===== src/hw/drive_params.svh =====
// object indices, command and status bit positions, state codes
`ifndef DRIVE_PARAMS_SVH
`define DRIVE_PARAMS_SVH
`define IDX_CMD_WORD 16'h6040
`define IDX_STATE_WORD 16'h6041
`define CMD_RESET 16'h0000
`define CB_SWITCH_ON 0
`define CB_VOLTAGE 1
`define CB_QUICK_STOP 2
`define CB_ENABLE_OP 3
`define CB_NEW_SETPOINT 4
`define CB_CHANGE_NOW 5
`define CB_ABS_REL 6
`define CB_FAULT_RESET 7
`define CB_HALT 8
`define SB_VOLTAGE 4
`define SB_QUICK_STOP 5
`define SB_REMOTE 9
`define SB_LIMIT 11
`define SC_NOT_READY 7'h00
`define SC_SOD 7'h40
`define SC_READY 7'h21
`define SC_SWITCHED_ON 7'h23
`define SC_OP_ENABLED 7'h27
`define SC_QS_ACTIVE 7'h07
`define SC_FAULT_REACT 7'h0F
`define SC_FAULT 7'h08
`define MODE_PP 8'h01
`define MODE_PV 8'h03
`define MODE_HM 8'h06
`define MODE_CSP 8'h08
`endif


===== src/hw/drive_pkg.sv =====
// types shared by the drive state machine files
package drive_pkg;
  typedef enum logic [7:0] {
    ST_NOT_READY = 8'h01,
    ST_SOD = 8'h02,
    ST_READY = 8'h04,
    ST_SWITCHED_ON = 8'h08,
    ST_OP_ENABLED = 8'h10,
    ST_QS_ACTIVE = 8'h20,
    ST_FAULT_REACT = 8'h40,
    ST_FAULT = 8'h80
  } drive_state_e;
  typedef logic [15:0] word_t;
endpackage


===== src/hw/drive_command_status_word_fsm.sv =====
// drive power state machine with command word decode and status word encode
// Notes on behaviour
// command bits: switch-on, voltage, quick stop low, enable op, mode bits, fault reset, halt
// shutdown 0006h, switch-on 0007h, enable op 000Fh, disable voltage clears bit1
// 000Fh from ready passes through switched on then operation enabled
// bit2 low with bit1 high is quick stop; operation enabled goes to quick stop active
// fault reports 08h and leaves only on a rising edge of fault reset
// mode bits: pp setpoint/immediate/abs-rel/halt, pv halt, homing start/halt, csp none
// status bits: ready, on, enabled, fault, voltage, quick stop, disabled, remote, limit
// state encoded on status bits 6, 5 and 3-0 with the listed codes
// detected error enters fault reaction active, reporting 0Fh with bit6 low
// status bit4 follows main circuit power
// status bit5 is low while quick stop is active
// without operational communication, bit9 stays low and commands are ignored
// status bit11 set while a hardware limit is active
// pp mode status bits 15, 14, 12, 10; pv mode bits 14, 12, 10; csp mode bit 12 only
// homing mode status bits 15, 14, 13, 12, 10
// status bit8 set on limit, halt or quick stop
// csp bit12 follows master, cleared when disabled
// pv bit12 valid only during halt or limit
// not ready moves to switch-on disabled after initialisation, unprompted
// fault reaction disables the motor and moves to fault unprompted
// a command with no allowed transition leaves the state unchanged
`timescale 1ns/1ps
`include "drive_params.svh"
module drive_command_status_word_fsm
  import drive_pkg::*;
(
  input wire logic mclk,
  input wire logic rst_n,
  input wire logic obj_wr,
  input wire logic [15:0] obj_index,
  input wire drive_pkg::word_t obj_wdata,
  output drive_pkg::word_t obj_rdata,
  input wire logic [7:0] op_mode,
  input wire logic init_done,
  input wire logic comm_operational,
  input wire logic main_power_on,
  input wire logic fault_detect,
  input wire logic limit_active,
  input wire logic trigger_ready,
  input wire logic param_zero,
  input wire logic setpoint_ack,
  input wire logic target_reached,
  input wire logic speed_zero,
  input wire logic homing_done,
  input wire logic homing_error,
  input wire logic following_ok,
  output drive_pkg::word_t status_word,
  output logic motor_enable,
  output logic main_power_req,
  output logic new_setpoint,
  output logic change_now,
  output logic abs_rel,
  output logic halt_req,
  output logic start_homing
);
  import drive_pkg::*;

  // ---------------------------------------------
  // command word
  // ---------------------------------------------
  word_t cmd_word;
  drive_state_e state;
  drive_state_e next_state;
  word_t next_status;
  word_t next_rdata;
  logic [15:0] mode_bits;
  logic reset_rise;

  // writes while not operational are dropped; see
  wire cmd_wr = obj_wr & (obj_index == `IDX_CMD_WORD) & comm_operational;
  wire [15:0] next_cmd = cmd_wr ? obj_wdata : cmd_word;

  always_ff @(posedge mclk) begin
    if (!rst_n) begin
      cmd_word <= `CMD_RESET;
    end else begin
      cmd_word <= next_cmd;
    end
  end

  // bits 15-9 carry nothing; see
  wire c_on = cmd_word[`CB_SWITCH_ON];
  wire c_volt = cmd_word[`CB_VOLTAGE];
  wire c_qs_n = cmd_word[`CB_QUICK_STOP];
  wire c_enop = cmd_word[`CB_ENABLE_OP];
  wire c_frst = cmd_word[`CB_FAULT_RESET];
  wire c_halt = cmd_word[`CB_HALT];

  // transition commands from bit7 and bits 3-0; see
  wire do_shutdown = ~c_frst & c_qs_n & c_volt & ~c_on;
  wire do_switch_on = ~c_frst & ~c_enop & c_qs_n & c_volt & c_on;
  wire do_enable_op = ~c_frst & c_enop & c_qs_n & c_volt & c_on;
  wire do_disable_v = ~c_frst & ~c_volt;
  // active-low quick stop; see
  wire do_quick_stop = ~c_frst & ~c_qs_n & c_volt;
  wire go = comm_operational;

  // fault reset acts on an edge only; see
  rise_detect u_reset_edge (
    .mclk(mclk),
    .rst_n(rst_n),
    .level(c_frst),
    .rise(reset_rise)
  );

  // ---------------------------------------------
  // power state machine
  // ---------------------------------------------
  wire can_fault = (state != ST_FAULT_REACT) & (state != ST_FAULT);

  always_comb begin
    next_state = state;
    // unmatched commands fall through with state kept; see
    if (fault_detect && can_fault) begin
      next_state = ST_FAULT_REACT;
    end else begin
      case (state)
        ST_NOT_READY: begin
          if (init_done) begin
            next_state = ST_SOD;
          end
        end
        ST_SOD: begin
          if (go && do_shutdown) begin
            next_state = ST_READY;
          end
        end
        ST_READY: begin
          // 000Fh lands in switched on first; see
          if (go && (do_switch_on || do_enable_op)) begin
            next_state = ST_SWITCHED_ON;
          end else if (go && (do_disable_v || do_quick_stop)) begin
            next_state = ST_SOD;
          end
        end
        ST_SWITCHED_ON: begin
          if (go && do_enable_op) begin
            next_state = ST_OP_ENABLED;
          end else if (go && do_shutdown) begin
            next_state = ST_READY;
          end else if (go && (do_disable_v || do_quick_stop)) begin
            next_state = ST_SOD;
          end
        end
        ST_OP_ENABLED: begin
          if (go && do_switch_on) begin
            next_state = ST_SWITCHED_ON;
          end else if (go && do_shutdown) begin
            next_state = ST_READY;
          end else if (go && do_disable_v) begin
            next_state = ST_SOD;
          end else if (go && do_quick_stop) begin
            next_state = ST_QS_ACTIVE;
          end
        end
        ST_QS_ACTIVE: begin
          if (go && do_disable_v) begin
            next_state = ST_SOD;
          end else if (go && do_enable_op) begin
            next_state = ST_OP_ENABLED;
          end
        end
        ST_FAULT_REACT: begin
          // motor_enable clears on the same edge that moves on to fault; see
          next_state = ST_FAULT;
        end
        ST_FAULT: begin
          if (go && reset_rise) begin
            next_state = ST_SOD;
          end
        end
        default: begin
          next_state = ST_NOT_READY;
        end
      endcase
    end
  end

  always_ff @(posedge mclk) begin
    if (!rst_n) begin
      state <= ST_NOT_READY;
    end else begin
      state <= next_state;
    end
  end

  // ---------------------------------------------
  // status word
  // ---------------------------------------------
  wire in_op = (state == ST_OP_ENABLED);
  wire in_qs = (state == ST_QS_ACTIVE);
  wire mode_pp = (op_mode == `MODE_PP);
  wire mode_pv = (op_mode == `MODE_PV);
  wire mode_hm = (op_mode == `MODE_HM);
  // csp ignores halt; see
  wire halt_used = c_halt & (mode_pp | mode_pv | mode_hm);

  mode_status_mux u_mode_bits (
    .op_mode(op_mode),
    .op_enabled(in_op),
    .qs_active(in_qs),
    .halt(halt_used),
    .limit_active(limit_active),
    .trigger_ready(trigger_ready),
    .param_zero(param_zero),
    .setpoint_ack(setpoint_ack),
    .target_reached(target_reached),
    .speed_zero(speed_zero),
    .homing_done(homing_done),
    .homing_error(homing_error),
    .following_ok(following_ok),
    .mode_bits(mode_bits)
  );

  logic [6:0] state_code;
  always_comb begin

    case (state)
      ST_NOT_READY: state_code = `SC_NOT_READY;
      ST_SOD: state_code = `SC_SOD;
      ST_READY: state_code = `SC_READY;
      ST_SWITCHED_ON: state_code = `SC_SWITCHED_ON;
      ST_OP_ENABLED: state_code = `SC_OP_ENABLED;
      ST_QS_ACTIVE: state_code = `SC_QS_ACTIVE; // bit5 low; see
      ST_FAULT_REACT: state_code = `SC_FAULT_REACT;
      ST_FAULT: state_code = `SC_FAULT;
      default: state_code = `SC_NOT_READY;
    endcase
  end

  always_comb begin

    next_status = mode_bits;
    next_status[6:5] = state_code[6:5];
    next_status[3:0] = state_code[3:0];
    next_status[`SB_VOLTAGE] = main_power_on;
    next_status[`SB_REMOTE] = comm_operational;
    next_status[`SB_LIMIT] = limit_active;
  end

  assign next_rdata = (obj_index == `IDX_CMD_WORD) ? cmd_word :
                      (obj_index == `IDX_STATE_WORD) ? next_status : 16'h0000;

  // ---------------------------------------------
  // registered outputs
  // ---------------------------------------------
  wire power_states = in_op | in_qs | (state == ST_SWITCHED_ON);
  always_ff @(posedge mclk) begin
    if (!rst_n) begin
      status_word <= 16'h0000;
      obj_rdata <= 16'h0000;
      motor_enable <= 1'b0;
      main_power_req <= 1'b0;
      new_setpoint <= 1'b0;
      change_now <= 1'b0;
      abs_rel <= 1'b0;
      halt_req <= 1'b0;
      start_homing <= 1'b0;
    end else begin
      status_word <= next_status;
      obj_rdata <= next_rdata;
      motor_enable <= in_op | in_qs; // reaction state drops it; see
      main_power_req <= power_states;
      new_setpoint <= mode_pp & cmd_word[`CB_NEW_SETPOINT];
      change_now <= mode_pp & cmd_word[`CB_CHANGE_NOW];
      abs_rel <= mode_pp & cmd_word[`CB_ABS_REL];
      halt_req <= halt_used;
      start_homing <= mode_hm & cmd_word[`CB_NEW_SETPOINT];
    end
  end

  // ---------------------------------------------
  // assertions
  // ---------------------------------------------
  // bit4 reports main power, not the state, so it is kept out of the code
  wire [6:0] shown_code = status_word[6:0] & 7'h6F;

  AST_CMD_IGNORED: assert property (@(posedge mclk) disable iff (!rst_n)
    (!comm_operational && obj_wr) |=> $stable(cmd_word))
    else $error("command written while not operational");

  AST_INIT_MOVE: assert property (@(posedge mclk) disable iff (!rst_n)
    (state == ST_NOT_READY && init_done && !fault_detect) |=> (state == ST_SOD))
    else $error("no move to switch-on disabled after init");

  AST_READY_PASS: assert property (@(posedge mclk) disable iff (!rst_n)
    (state == ST_READY && go && do_enable_op && !fault_detect) |=> (state == ST_SWITCHED_ON))
    else $error("ready did not pass through switched on");

  AST_QS_ENTRY: assert property (@(posedge mclk) disable iff (!rst_n)
    (in_op && go && do_quick_stop && !fault_detect) |=> in_qs ##1 !status_word[`SB_QUICK_STOP])
    else $error("quick stop not entered or bit5 high");

  AST_REACT_TO_FAULT: assert property (@(posedge mclk) disable iff (!rst_n)
    (state == ST_FAULT_REACT) |=> (state == ST_FAULT) && !motor_enable ##1 (shown_code == `SC_FAULT))
    else $error("fault reaction did not end in fault");

  AST_FAULT_LEVEL: assert property (@(posedge mclk) disable iff (!rst_n)
    (state == ST_FAULT && !reset_rise) |=> (state == ST_FAULT))
    else $error("fault left without a reset edge");

  AST_FAULT_EDGE: assert property (@(posedge mclk) disable iff (!rst_n)
    (state == ST_FAULT && reset_rise && go) |=> (state == ST_SOD))
    else $error("fault reset edge not honoured");

  AST_ERROR_ENTRY: assert property (@(posedge mclk) disable iff (!rst_n)
    (fault_detect && can_fault) |=> ##1 (shown_code == `SC_FAULT_REACT))
    else $error("error did not report fault reaction");

  AST_OP_CODE: assert property (@(posedge mclk) disable iff (!rst_n)
    in_op |=> (shown_code == `SC_OP_ENABLED))
    else $error("operation enabled code wrong");

  AST_FLAGS: assert property (@(posedge mclk) disable iff (!rst_n)
    1'b1 |=> (status_word[`SB_VOLTAGE] == $past(main_power_on)) && (status_word[`SB_LIMIT] == $past(limit_active)))
    else $error("power or limit flag wrong");

  AST_REMOTE: assert property (@(posedge mclk) disable iff (!rst_n)
    !comm_operational |=> !status_word[`SB_REMOTE])
    else $error("remote bit set while not operational");

  AST_ABNORMAL: assert property (@(posedge mclk) disable iff (!rst_n)
    (limit_active || in_qs) |=> status_word[8])
    else $error("abnormal stop bit missing");

  AST_NO_MATCH: assert property (@(posedge mclk) disable iff (!rst_n)
    (state == ST_SOD && !do_shutdown && !fault_detect) |=> (state == ST_SOD))
    else $error("state moved without a matching command");

  AST_SHUTDOWN: assert property (@(posedge mclk) disable iff (!rst_n)
    (state == ST_SOD && go && do_shutdown && !fault_detect) |=> (state == ST_READY))
    else $error("shutdown did not reach ready");

  AST_DISABLE_V: assert property (@(posedge mclk) disable iff (!rst_n)
    (power_states && go && do_disable_v && !fault_detect) |=> (state == ST_SOD))
    else $error("disable voltage did not reach switch-on disabled");

  AST_OP_PASS: assert property (@(posedge mclk) disable iff (!rst_n)
    (state == ST_SWITCHED_ON && go && do_enable_op && !fault_detect) |=> in_op)
    else $error("switched on did not move on to operation enabled");

  AST_QS_FLAG: assert property (@(posedge mclk) disable iff (!rst_n)
    in_qs |=> !status_word[`SB_QUICK_STOP])
    else $error("quick stop flag high while quick stop active");

  AST_HALT_STOP: assert property (@(posedge mclk) disable iff (!rst_n)
    halt_used |=> status_word[8])
    else $error("abnormal stop bit missing during halt");
endmodule


===== src/hw/mode_status_mux.sv =====
// mode-dependent status bits 15-12, 10 and 8
`timescale 1ns/1ps
`include "drive_params.svh"
module mode_status_mux (
  input wire logic [7:0] op_mode,
  input wire logic op_enabled,
  input wire logic qs_active,
  input wire logic halt,
  input wire logic limit_active,
  input wire logic trigger_ready,
  input wire logic param_zero,
  input wire logic setpoint_ack,
  input wire logic target_reached,
  input wire logic speed_zero,
  input wire logic homing_done,
  input wire logic homing_error,
  input wire logic following_ok,
  output logic [15:0] mode_bits
);
  wire is_pp = (op_mode == `MODE_PP);
  wire is_pv = (op_mode == `MODE_PV);
  wire is_hm = (op_mode == `MODE_HM);
  wire is_csp = (op_mode == `MODE_CSP);
  // abnormal stop / quick stop flag in every mode; see
  wire abnormal = limit_active | halt | qs_active;
  // pv speed-zero only counts during a halt or a limit; see
  wire pv_zero = speed_zero & (halt | limit_active);
  // csp following drops once the drive is disabled; see
  wire csp_follow = following_ok & op_enabled;
  wire b15 = (is_pp | is_hm) & trigger_ready;
  wire b14 = (is_pp | is_pv | is_hm) & param_zero;
  wire b13 = is_hm & homing_error;
  wire b12 = (is_pp & setpoint_ack) | (is_pv & pv_zero) | (is_hm & homing_done) | (is_csp & csp_follow);
  wire b10 = (is_pp | is_pv | is_hm) & target_reached;

  assign mode_bits = {b15, b14, b13, b12, 1'b0, b10, 1'b0, abnormal, 8'h00};
endmodule


===== src/hw/rise_detect.sv =====
// rising edge detector for a synchronous level
`timescale 1ns/1ps
module rise_detect (
  input wire logic mclk,
  input wire logic rst_n,
  input wire logic level,
  output logic rise
);
  logic prev;
  always_ff @(posedge mclk) begin
    if (!rst_n) begin
      prev <= 1'b0;
    end else begin
      prev <= level;
    end
  end
  assign rise = level & ~prev;
endmodule

===== config.mk =====
export PLATFORM = sky130hd
export DESIGN_NAME = drive_command_status_word_fsm
export DESIGN_NICKNAME = d
export VERILOG_FILES = /design/src/hw/drive_pkg.sv /design/src/hw/drive_command_status_word_fsm.sv /design/src/hw/mode_status_mux.sv /design/src/hw/rise_detect.sv
export VERILOG_INCLUDE_DIRS = /design/src /design/src/hw
export SDC_FILE = /design/constraint.sdc
export NUM_CORES = 1
export LEC_CHECK = 0
export BUFFER_PORTS_ARGS = -buffer_cell sky130_fd_sc_hd__buf_2
export CORE_UTILIZATION = 44
export DETAILED_ROUTE_END_ITERATION = 8
export PLACE_DENSITY = 0.86
export SETUP_SLACK_MARGIN = 0.2
export SKIP_CTS_REPAIR_TIMING = 1
export SLEW_MARGIN = 15
export SYNTH_ARGS = -nofsm -noshare
export SYNTH_HDL_FRONTEND = slang
export SYNTH_SLANG_ARGS = --single-unit

===== constraint.sdc =====
create_clock -name mclk -period 1.84 [get_ports mclk]
set_clock_uncertainty 0.1 [all_clocks]
set_input_delay 0 -clock mclk [delete_from_list [all_inputs] [get_ports mclk]]
set_output_delay 0 -clock mclk [all_outputs]
set_load 0.05 [all_outputs]

Yosys cells after proc, flatten, opt, wreduce, memory -nomap -nowiden
Cells that the tools add are included.

Register bits: 64. Output and inout bits: 39. Logic and storage cells: 122.

Eq/ne operators: 26. Muxes and demuxes: 18. Bitwise logic cells: 50. Reduce and logical (&&, ||, !) cells: 14.

Operators by type and width (count): $mux 8 (13); $pmux 8 s8 (1); $pmux 7 s7 (1); $and 1x1->1 (33); $eq 16x15->1 const B (2); $mux 16 (2); $eq 8x1->1 const B (2); $eq 8x2->1 const B (2); $eq 8x3->1 const B (2); $eq 8x4->1 const B (2); $or 1x1->1 (10); $reduce_and 5->1 (2); $logic_and 1x1->1 (9); $ne 3x3->1 const B (3); $eq 8x5->1 const B (1); $eq 8x6->1 const B (1); $eq 8x7->1 const B (1); $eq 8x8->1 const B (1); $ne 8x7->1 const B (1); $ne 8x8->1 const B (1); $mux 7 (1); $not 1->1 (7); $ne 2x2->1 const B (3); $ne 6x1->1 const B (1); other kinds (5) (6).

Logic depth before layout (Yosys ltp)
Gate-level depths: netlist of run 1.

Word-level depth: 12. Gate-level depth with buffers: 6. Mapped depth without buffers: 5.

Cells and area by module
From an unflattened synthesis of run 1, not the netlist that was laid out.

Cells, all modules: 293. Area, all modules: 2912.8 µm².

Modules (own cells, without submodules): drive_command_status_word_fsm (instances 1, cells an instance 254, area an instance 2616.3 µm²); mode_status_mux (instances 1, cells an instance 36, area an instance 256.5 µm²); rise_detect (instances 1, cells an instance 3, area an instance 40.0 µm²).

Worst setup path before layout of run 1
OpenSTA, ideal clock, no wires.

Path type: register -> register. Start point: register state[0]. End point: register obj_rdata[12]. Setup time: 58 ps. Arrival time: 1765 ps. Required time: 1682 ps. Slack: -83 ps. Cell stages (with the launch flop): 7. Buffers on the path: 1. Period minus slack after synthesis: 1923 ps. Cell sequence: dfxtp_1 > or4_1 > buf_2 > nor4_4 > and4b_1 > o31a_2 > a22o_2.

Cells in the longest elaborated chain, start to end: 6.

Ends and longest elaborated chain: start, declared (RTL line drive_command_status_word_fsm.sv:64) `drive_state_e state;`; start signal, assigned (RTL line drive_command_status_word_fsm.sv:185) `state <= next_state;`; $eq 8x5->1 (RTL line drive_command_status_word_fsm.sv:192) `wire in_op = (state == ST_OP_ENABLED);`; $and 1x1->1 (RTL line mode_status_mux.sv:29) `wire csp_follow = following_ok & op_enabled;`; $and 1x1->1 (RTL line mode_status_mux.sv:33) `wire b12 = (is_pp & setpoint_ack) | (is_pv & pv_zero) | (is_hm & homing_done) | (is_csp & csp_follow);`; $or 1x1->1 (RTL line mode_status_mux.sv:33); $mux 16 (RTL line drive_command_status_word_fsm.sv:244) `` (obj_index == `IDX_STATE_WORD) ? next_status : 16'h0000; ``; $mux 16 (RTL line drive_command_status_word_fsm.sv:243) `` assign next_rdata = (obj_index == `IDX_CMD_WORD) ? cmd_word : ``; end signal, assigned (RTL line drive_command_status_word_fsm.sv:263) `obj_rdata <= next_rdata;`; end, declared (RTL line drive_command_status_word_fsm.sv:34) `output drive_pkg::word_t obj_rdata,`.

Every way passes these cells. A chain may end at the register's enable or synchronous reset.

Final worst setup path of run 1
Same ends and word-level chain as after synthesis.

==> results of run 1 <==
==> layout make-up <==
class | count | area [µm²]
Fill cell | 401 | 1529
Multi-Input combinational cell | 191 | 1364
Sequential cell | 63 | 1266
Timing Repair Buffer | 161 | 1079
Clock buffer | 11 | 141.4
Tap cell | 72 | 90.09
Inverter | 10 | 37.54
Clock inverter | 5 | 33.78
==> registers in the layout (all words and copies together) (netlist names), 8 cells and up <==
signal       count
obj_rdata       16
status_word     15
cmd_word        16
state            8
==> worst min path at each step <==
stage | startpoint | endpoint | slack (ns) | depth (start not counted)
5_1_grt | op_mode[3] | start_homing$_SDFF_PN0_ | -0.002 | 3
4_1_cts | param_zero | status_word[14]$_SDFF_PN0_ | -0.21 | 3
6_report | comm_operational | obj_rdata[9]$_SDFF_PN0_ | -0.03 | 3
3_5_place_dp | main_power_on | status_word[4]$_SDFF_PN0_ | 0.13 | 2
2_1_floorplan | limit_active | status_word[11]$_SDFF_PN0_ | 0.02 | 1
3_3_place_gp | main_power_on | status_word[4]$_SDFF_PN0_ | 0.12 | 2
==> critical path, stage by stage (launching register included) <==
cell and delay [ns]:
dfxtp_2 0.33, or4_4 0.60, nor4_4 0.18, buf_4 0.15, and4b_1 0.20, o31a_2 0.15, a22o_2 0.12
==> layer usage <==
metal / global-route usage / share of wire
met1: 0.2980 / 0.40
met2: 0.4219 / 0.50
met3: 0.05000 / 0.067
met4: 0.08889 / 0.030
met5: 0 / 0
==> report_power, final <==
group | leakage [nW] | total, W | switching, W | internal [W]
Clock | 0.0853 | 0.00107 | 0.000551 | 0.000523
Sequential | 0.510 | 0.00138 | 0.00000655 | 0.00138
Combinational | 1.22 | 0.000358 | 0.000188 | 0.000170
==> cells by family (layout without fill, tap and decap cells) <==
kind of cell / Yosys count / in the layout
mux: 16 / 16
other cells: 1 / 1
simple gates: 113 / 113
compound gates: 58 / 58
flops: 63 / 63
xor+xnor: 3 / 3
buf+inv: 20 / 187
==> metrics by stage <==
stage	util	total power, W
2_1_floorplan	-	0.001555
6_report	0.7240	0.002815
5_1_grt	0.7240	0.002920
4_1_cts	0.6414	0.002722
3_3_place_gp	0.6098	0.001681
3_5_place_dp	0.6098	0.001685
==> cells in the final DEF (no fill, tap or decap), types with 5 or more instances in the layout <==
cell type	netlist	final
and2_1	7	7
mux2i_1	16	16
nor2_1	46	45
buf_4	1	37
inv_1	10	10
nand2_1	8	7
clkbuf_8	0	10
dfxtp_1	63	59
o21ai_0	15	11
and3_1	9	8
dlygate4sd3_1	0	25
buf_2	1	93
a22o_1	9	9
a21oi_1	10	9
nand2b_1	5	5
==> metrics.md, run 1 <==
| Metric | Value |
|---|---|
| Outcome | finished, violations left |
| Violated checks | negative hold slack, negative setup slack |
| Distinct cells, synth | 48 |
| Leakage Power | 1.817 nW |
| Clock transition at the registers of the reported paths | 0.07 ns |
| # DRC | 0 |
| Total gr overflow | 0 |
| Worst R2R Start | state[0]$_SDFFE_PN1P_ |
| Syn nets | 330 |
| Syn avg cell area | 9.325 µm² |
| Clock root buffer | clkbuf_8 |
| Post-synthesis sequential area ratio | 0.4936 |
| Worst-path fanout max | 5 |
| Final worst slack | -0.04932 ns |
| Area of the mapped netlist | 2555 µm² |
| Final Hold Viols | 3 |
| FF-to-FF path depth | 6 |
| Vias in the first global route | 2485 |
| Fmax | 529.3 MHz |
| TritonCTS clock tree | done |
| CP arrival | 2.08 ns |
| Max VDD drop | 447.5 µV |
| Setup violators final | 4 |
| Final hold slack | -0.02920 ns |
| Dominant synthesized flop cell | dfxtp_1 |
| TNS Setup | -0.09899 ns |
| Gr usage total | 0.2440 |
| Share of cells above drive strength 1 | 0.4104 |
| Dpl cells | 466 |
| Rows | 27 |
| Top cell type's share of synthesized area | 0.4936 |
| Number of buffers added on ports | 93 |
| Period minus WS final | 1.889 ns |
| Xor/xnor cell area share of the yosys netlist | 0.01028 |
| Initial Utilization | 0.4612 |
| Ys async rst share | 0 |
| Area delta synth->final | 57.00% |
| Largest family of logic cells by synthesized area | simple AND/OR/NAND/NOR gates |
| Initial DRC count | 163 |
| Vias per cell | 5.507 |
| Worst reg2reg endpoint | obj_rdata[12]$_SDFF_PN0_ |
| Synth area leaders | dfxtp_1, nor2_1, mux2i_1, a22o_1, o21ai_0 |
| Setup crit end | obj_rdata[12]$_SDFF_PN0_ |
| Ys Warns | 0 |
| Most frequent cells after synthesis | dfxtp_1, nor2_1, mux2i_1, o21ai_0 |
| Area of placed instances | 3378 µm² |
| Worst min path class | in -> reg |
| CP startpoint | state[0]$_SDFFE_PN1P_ |
| Max Slew Vio Count | 0 |
| CP Capture Type | flop |
| Pwr dens | 701.9 nW/µm² |
| Via count | 2825 |
| Post-Syn Instances | 274 |
| Post-synth EDFFs | 0 |
| Die Area | 6115 µm² |
| Number of synthesized register bits | 63 |
| Detail Route Antenna Nets | 0 |
| Synth Area in Adders | 0 |
| ANT cells | 0 |
| Worst slack at placement | -0.1862 ns |
| Initial antenna violation count | 0 |
| Simple-Gate Fraction of Synth Area | 0.2395 |
| Die width | 78.20 µm |
| Global-route wire length before repair | 11.43 mm |
| Slew Limit Headroom | 0.6676 |
| Num CTS Buffers | 9 |
| Aggregate routed wire length | 8.276 mm |
| CTS max path bufs | 2 |
| Worst-Margin Slew | 0.4860 ns |
| Drt wl/cell | 16.13 µm |
| Compound-Gate Fraction of Synth Area | 0.1582 |
| Net count reported at finish | 492 |
| Multiplexer share of the synthesized area | 0.06268 |
| FF-to-FF setup slack | -0.05 ns |
| Later-pin clock latency in the skew report | 0.34 ns |
| Core area | 5540 µm² |
| Fin cells | 513 |
| Crit path launch type | flop |
| CTS sink cnt | 63 |
| Die H | 78.20 µm |
| Max cap viols | 0 |
| WP data required | 2.03 ns |
| Most common cell in the netlist | dfxtp_1 |
| CTS HTree Levels | 3 |
| Final Wtd Congestion | 0.9133 |
| RSZ-0062 raised after global routing | true |
| Setup CP Type | reg -> reg |
| Largest net degree at the start of global routing | 16 |
| Final worst path period share | 1.027 |
| I/O Pins | 95 |
| TritonRoute pass-1 iters | 6 |
| Final instance area | 4011 µm² |
| Area leader, netlist | dfxtp_1 |
| Dpl hpwl | 5.438 mm |
Note: power is estimated with default switching activity, not from simulation.
==> run 2, diff against run 1 <==
CORE_MARGIN = 5   (was not set)
RECOVER_POWER = 25   (was not set)
REMOVE_ABC_BUFFERS = 1   (was not set)
==> metrics.md, run 2 (same netlist as run 1, synthesis figures left out) <==
| Metric | Value |
|---|---|
| Area of placed instances | 3334 µm² (-1.3%) |
| Setup violators final | 5 (+1) |
| Initial DRC count | 340 (+110%) |
| Core area | 5574 µm² (+0.61%) |
| Max cap viols | 0 (unchanged) |
| WP data required | 2.03 ns (about the same) |
| Global-route wire length before repair | 12.14 mm (+6.2%) |
| Vias in the first global route | 2649 (+6.6%) |
| Rows | 27 (unchanged) |
| Number of buffers added on ports | 93 (unchanged) |
| Aggregate routed wire length | 8.758 mm (+5.8%) |
| CP arrival | 2.10 ns (+0.02 ns) |
| Commonest non-fill, non-tap cell in the layout | buf_2 |
| Initial antenna violation count | 0 (unchanged) |
| CTS sink cnt | 63 (unchanged) |
| Area delta synth->final | 53.62% |
| Initial Utilization | 0.4584 (-0.002795) |
| Fmax | 523.5 MHz (-1.1%) |
| # DRC | 0 (unchanged) |
| Worst min path class | in -> reg |
| Later-pin clock latency in the skew report | 0.35 ns (about the same) |
| Num CTS Buffers | 9 (unchanged) |
| Detail Route Antenna Nets | 0 (unchanged) |
| Final Wtd Congestion | 0.8727 (-4.4%) |
| CP startpoint | state[1]$_SDFFE_PP0P_ |
| Violated checks | negative setup slack |
| Pwr dens | 750.1 nW/µm² (+6.9%) |
| Most frequent cells in the layout | buf_2, dfxtp_1, nor2_1 |
| Die Area | 7430 µm² (+22%) |
| Gr usage total | 0.2082 (-0.03575) |
| FF-to-FF path depth | 6 (unchanged) |
| TritonRoute pass-1 iters | 5 (-1) |
| Drt wl/cell | 17.17 µm (+6.4%) |
| Worst Hold Path Cells | 3 (unchanged) |
| I/O Pins | 95 (unchanged) |
| Worst R2R Start | state[1]$_SDFFE_PP0P_ |
| Setup CP Type | reg -> reg |
| ANT cells | 0 (unchanged) |
| Total chip power | 0.002944 W (+4.6%) |
| Final worst slack | -0.07026 ns (-0.02093 ns) |
| Die H | 86.20 µm (+10%) |
| CTS max path bufs | 2 (unchanged) |
| Crit path launch type | flop |
| Final Hold Viols | 0 (-3) |
| Final hold slack | 0.005935 ns (+0.03514 ns) |
| Outcome | finished, violations left |
| Total gr overflow | 0 (unchanged) |
| Worst-path fanout max | 5 (unchanged) |
| Slew Limit Headroom | 0.5526 (-0.1150) |
| Vias per cell | 5.475 (-0.59%) |
| CTS HTree Levels | 3 (unchanged) |
| Clock root buffer | clkbuf_8 |
| Period minus WS final | 1.910 ns (+0.02093 ns) |
| Net count reported at finish | 490 (-0.41%) |
| Fin util | 0.7042 (-0.01988) |
| Final worst path period share | 1.038 (+0.01138) |
| CP Capture Type | flop |
| Max VDD drop | 669.6 µV (+50%) |
| TritonCTS clock tree | done |
| Via count | 2792 (-1.2%) |
| Top flop regs | cmd_word: 16 flops, obj_rdata: 16 flops, status_word: 15 flops |
| Dpl hpwl | 5.720 mm (+5.2%) |
| Die width | 86.20 µm (+10%) |
| Share of cells above drive strength 1 | 0.3265 (-0.08395) |
| Final instance area | 3925 µm² (-2.2%) |
| Leakage Power | 1.708 nW (-6.0%) |
| Hold_sp | op_mode[3] |
| Worst-Margin Slew | 0.6740 ns (+0.1880 ns) |
| Largest net degree at the start of global routing | 17 (+1) |
| Max Slew Vio Count | 0 (unchanged) |
| Clock transition at the registers of the reported paths | 0.07 ns (about the same) |
| RSZ-0062 raised after global routing | true |
## run 2: changes by cell type in the layout (fill, tap and decap cells not counted), sizes merged
cell         previous run  this run
buf                   136       109
clkbuf                 11        33
dlygate4sd3            25        29
clkinv                  3         1
bufinv                  0         1
clkinvlp                2         1
## run 2: power breakdown
group / switching [W] / leakage [nW] / internal [W]
combinational: 0.000186 / 1.10 / 0.000171
clock: 0.000515 / 0.0985 / 0.000690
sequential: 0.00000575 / 0.510 / 0.00138
total: 0.000707 / 1.71 / 0.00224
## run 2: final timing paths
kind                                                 end  slack, ns
worst max-delay path             obj_rdata[8]$_SDFF_PN0_      -0.07
worst min-delay path               change_now$_SDFF_PN0_      0.006
worst max register to register   obj_rdata[8]$_SDFF_PN0_      -0.07
worst min register to register  obj_rdata[14]$_SDFF_PN0_       0.39
## run 2: cell type report
cell class | count | area (µm²)
Multi-Input combinational cell | 191 | 1306
Timing Repair Buffer | 159 | 1031
Sequential cell | 63 | 1262
Clock buffer | 12 | 155.1
Inverter | 10 | 37.54
Fill cell | 380 | 1649
Clock inverter | 3 | 42.54
Tap cell | 72 | 90.09
## run 2: stage by stage
stage                     instances  setup WS (ns)  setup TNS [ns]
final                           510       -0.07026         -0.2122
after CTS                       478        -0.1806          -1.078
after floorplan                 264        -0.1908          -3.238
after global routing            510        -0.1079         -0.4733
after detailed placement        463        -0.1476         -0.8239
after global placement          463        -0.1133         -0.4937
## run 2: per-layer routing
layer | GRT usage | vias up | part of all wire
li1 | - | 1297 | -
met1 | 0.2365 | 1305 | 0.38
met2 | 0.3651 | 167 | 0.52
met3 | 0.06369 | 23 | 0.081
met4 | 0.08074 | 0 | 0.022
met5 | 0 | - | 0
## run 2: critical path, cell delays in order (launching register included)
cell,delay [ns]
dfxtp_1,0.31
or4_4,0.60
nor4_4,0.27
buf_4,0.15
a311oi_1,0.05
nor2_1,0.20
a22o_1,0.16
==> run 3, diff against run 2 <==
CORE_ASPECT_RATIO = 1.4   (was not set)
CTS_CLUSTER_SIZE = 12   (was not set)
==> metrics.md, run 3 (same netlist as run 1, synthesis figures left out) <==
| Metric | Value |
|---|---|
| Worst-Margin Slew | 0.6169 ns (-0.05702 ns) |
| CTS HTree Levels | 3 (unchanged) |
| Initial Utilization | 0.4591 (+0.0007213) |
| Max Slew Vio Count | 0 (unchanged) |
| Initial antenna violation count | 0 (unchanged) |
| CTS sink cnt | 63 (unchanged) |
| Clock transition at the registers of the reported paths | 0.07 ns (about the same) |
| Final hold slack | 0.01435 ns (+0.008417 ns) |
| Initial DRC count | 129 (-62%) |
| Setup violators final | 10 (+5) |
| Rows | 32 (+19%) |
| Aggregate routed wire length | 8.769 mm (+0.13%) |
| Share of cells above drive strength 1 | 0.3341 (+0.007612) |
| Die H | 100.2 µm (+16%) |
| Detail Route Antenna Nets | 0 (unchanged) |
| TritonCTS clock tree | done |
| RSZ-0062 raised after global routing | true |
| Max VDD drop | 558.3 µV (-17%) |
| Setup CP Type | reg -> reg |
| FF-to-FF path depth | 5 (-1) |
| Outcome | finished, violations left |
| Later-pin clock latency in the skew report | 0.33 ns (-0.02 ns) |
| CP arrival | 2.07 ns (-0.03 ns) |
| Crit path launch type | flop |
| Net count reported at finish | 489 (-0.20%) |
| Die Area | 7452 µm² (+0.29%) |
| FF-to-FF setup slack | -0.12 ns (-0.05 ns) |
| Leakage Power | 1.723 nW (+0.87%) |
| CP startpoint | state[1]$_SDFFE_PP0P_ |
| Num CTS Buffers | 9 (unchanged) |
| Worst-path fanout max | 5 (unchanged) |
| Max cap viols | 0 (unchanged) |
| Vias per cell | 5.495 (+0.38%) |
| Worst min path class | in -> reg |
| Final Hold Viols | 0 (unchanged) |
| TNS Setup | -0.7646 ns (-0.5525 ns) |
| Violated checks | negative setup slack |
| I/O Pins | 95 (unchanged) |
| Total gr overflow | 0 (unchanged) |
| ANT cells | 0 (unchanged) |
| Worst reg2reg endpoint | state[5]$_SDFFE_PP0P_ |
| Most frequent cells in the layout | buf_2, dfxtp_1, nor2_1 |
| Min-Delay Endpoint | state[0]$_SDFFE_PN1P_ |
| Vias in the first global route | 2655 (+0.23%) |
| Via count | 2775 (-0.61%) |
| Die width | 74.40 µm (-14%) |
| Worst slack at placement | -0.1909 ns (-0.04328 ns) |
| WP data required | 1.94 ns (-0.09 ns) |
| CTS max path bufs | 2 (unchanged) |
| # DRC | 0 (unchanged) |
| Area delta synth->final | 53.62% (unchanged) |
| Worst Hold Path Cells | 4 (+1) |
| Worst R2R Start | state[1]$_SDFFE_PP0P_ |
| Commonest non-fill, non-tap cell in the layout | buf_2 |
| Top flop regs | cmd_word: 16 flops, obj_rdata: 16 flops, status_word: 15 flops |
| Global-route wire length before repair | 11.87 mm (-2.3%) |
| Final worst path period share | 1.067 (+0.02862) |
| Fmax | 509.4 MHz (-2.7%) |
| CP Capture Type | flop |
| Slew Limit Headroom | 0.5905 (+0.03785) |
| Core area | 5565 µm² (-0.16%) |
| Gr usage total | 0.2030 (-0.005280) |
| Pwr dens | 772.9 nW/µm² (+3.0%) |
| Final Wtd Congestion | 0.8884 (+1.8%) |
| TritonRoute pass-1 iters | 4 (-1) |
| Period minus WS final | 1.963 ns (+0.05267 ns) |
| Largest net degree at the start of global routing | 17 (unchanged) |
| Number of buffers added on ports | 93 (unchanged) |
| Hold_sp | init_done |
| Clock root buffer | clkbuf_8 |
| Drt wl/cell | 17.36 µm (+1.1%) |
| Final worst slack | -0.1229 ns (-0.05267 ns) |
| Dpl hpwl | 5.686 mm (-0.60%) |
-- run 3: cell types whose count changed in the layout (fill, tap and decap cells not counted), moves of 2 or more --
cell and change:
a221oi_1 +2, a221oi_2 -2, buf_2 +2, clkbuf_1 -2
-- run 3: worst max path at each step --
stage | cells past startpoint | end | slack [ns]
detailed placement | 4 | state[5]$_SDFFE_PP0P_ | -0.19
finish | 5 | state[5]$_SDFFE_PP0P_ | -0.12
global route | 6 | state[3]$_SDFFE_PP0P_ | -0.21
CTS | 6 | state[5]$_SDFFE_PP0P_ | -0.21
floorplan | 5 | cmd_word[0]$_SDFFE_PN0P_ | -0.19
global placement | 5 | obj_rdata[12]$_SDFF_PN0_ | -0.13
-- run 3: metal layers --
| layer | global-route usage | up-vias | wire, µm | share of wire |
|---|---|---|---|---|
| met5 | 0 | - | 0 | 0 |
| met4 | 0.09589 | 0 | 371 | 0.042 |
| met3 | 0.05010 | 39 | 613 | 0.070 |
| met2 | 0.3649 | 140 | 4602 | 0.52 |
| met1 | 0.2147 | 1296 | 3181 | 0.36 |
| li1 | - | 1300 | - | - |
-- run 3: layout make-up --
cell class	instances	area, µm²
tap	68	85.08
multi-input combinational	191	1305
fill	389	1640
clock inverter	4	70.07
clock buffer	11	141.4
timing repair buffer	158	1022
inverter	10	37.54
sequential	63	1264
-- run 3: through the flow --
| step | instances | area (µm²) | utilization | total power, W |
|---|---|---|---|---|
| 6_report | 505 | 3925 | 0.7053 | 0.003034 |
| 5_1_grt | 505 | 3925 | 0.7053 | 0.003138 |
| 4_1_cts | 474 | 3541 | 0.6362 | 0.002958 |
| 3_5_place_dp | 459 | 3329 | 0.5982 | 0.001683 |
| 3_3_place_gp | 459 | 3329 | 0.5982 | 0.001677 |
| 2_1_floorplan | 264 | 2505 | - | 0.001541 |
-- run 3: worst max-delay path, cell delays in order (launching register included) --
cell and delay (ns):
dfxtp_2 0.32, or4_4 0.58, nor4_4 0.40, a22oi_1 0.18, nand4b_1 0.20, a221oi_1 0.07
-- run 3: power breakdown --
part           switching, W  total (W)  internal [W]
Combinational      0.000188   0.000361      0.000173
Sequential       0.00000557    0.00138       0.00138
Clock              0.000501    0.00129      0.000788
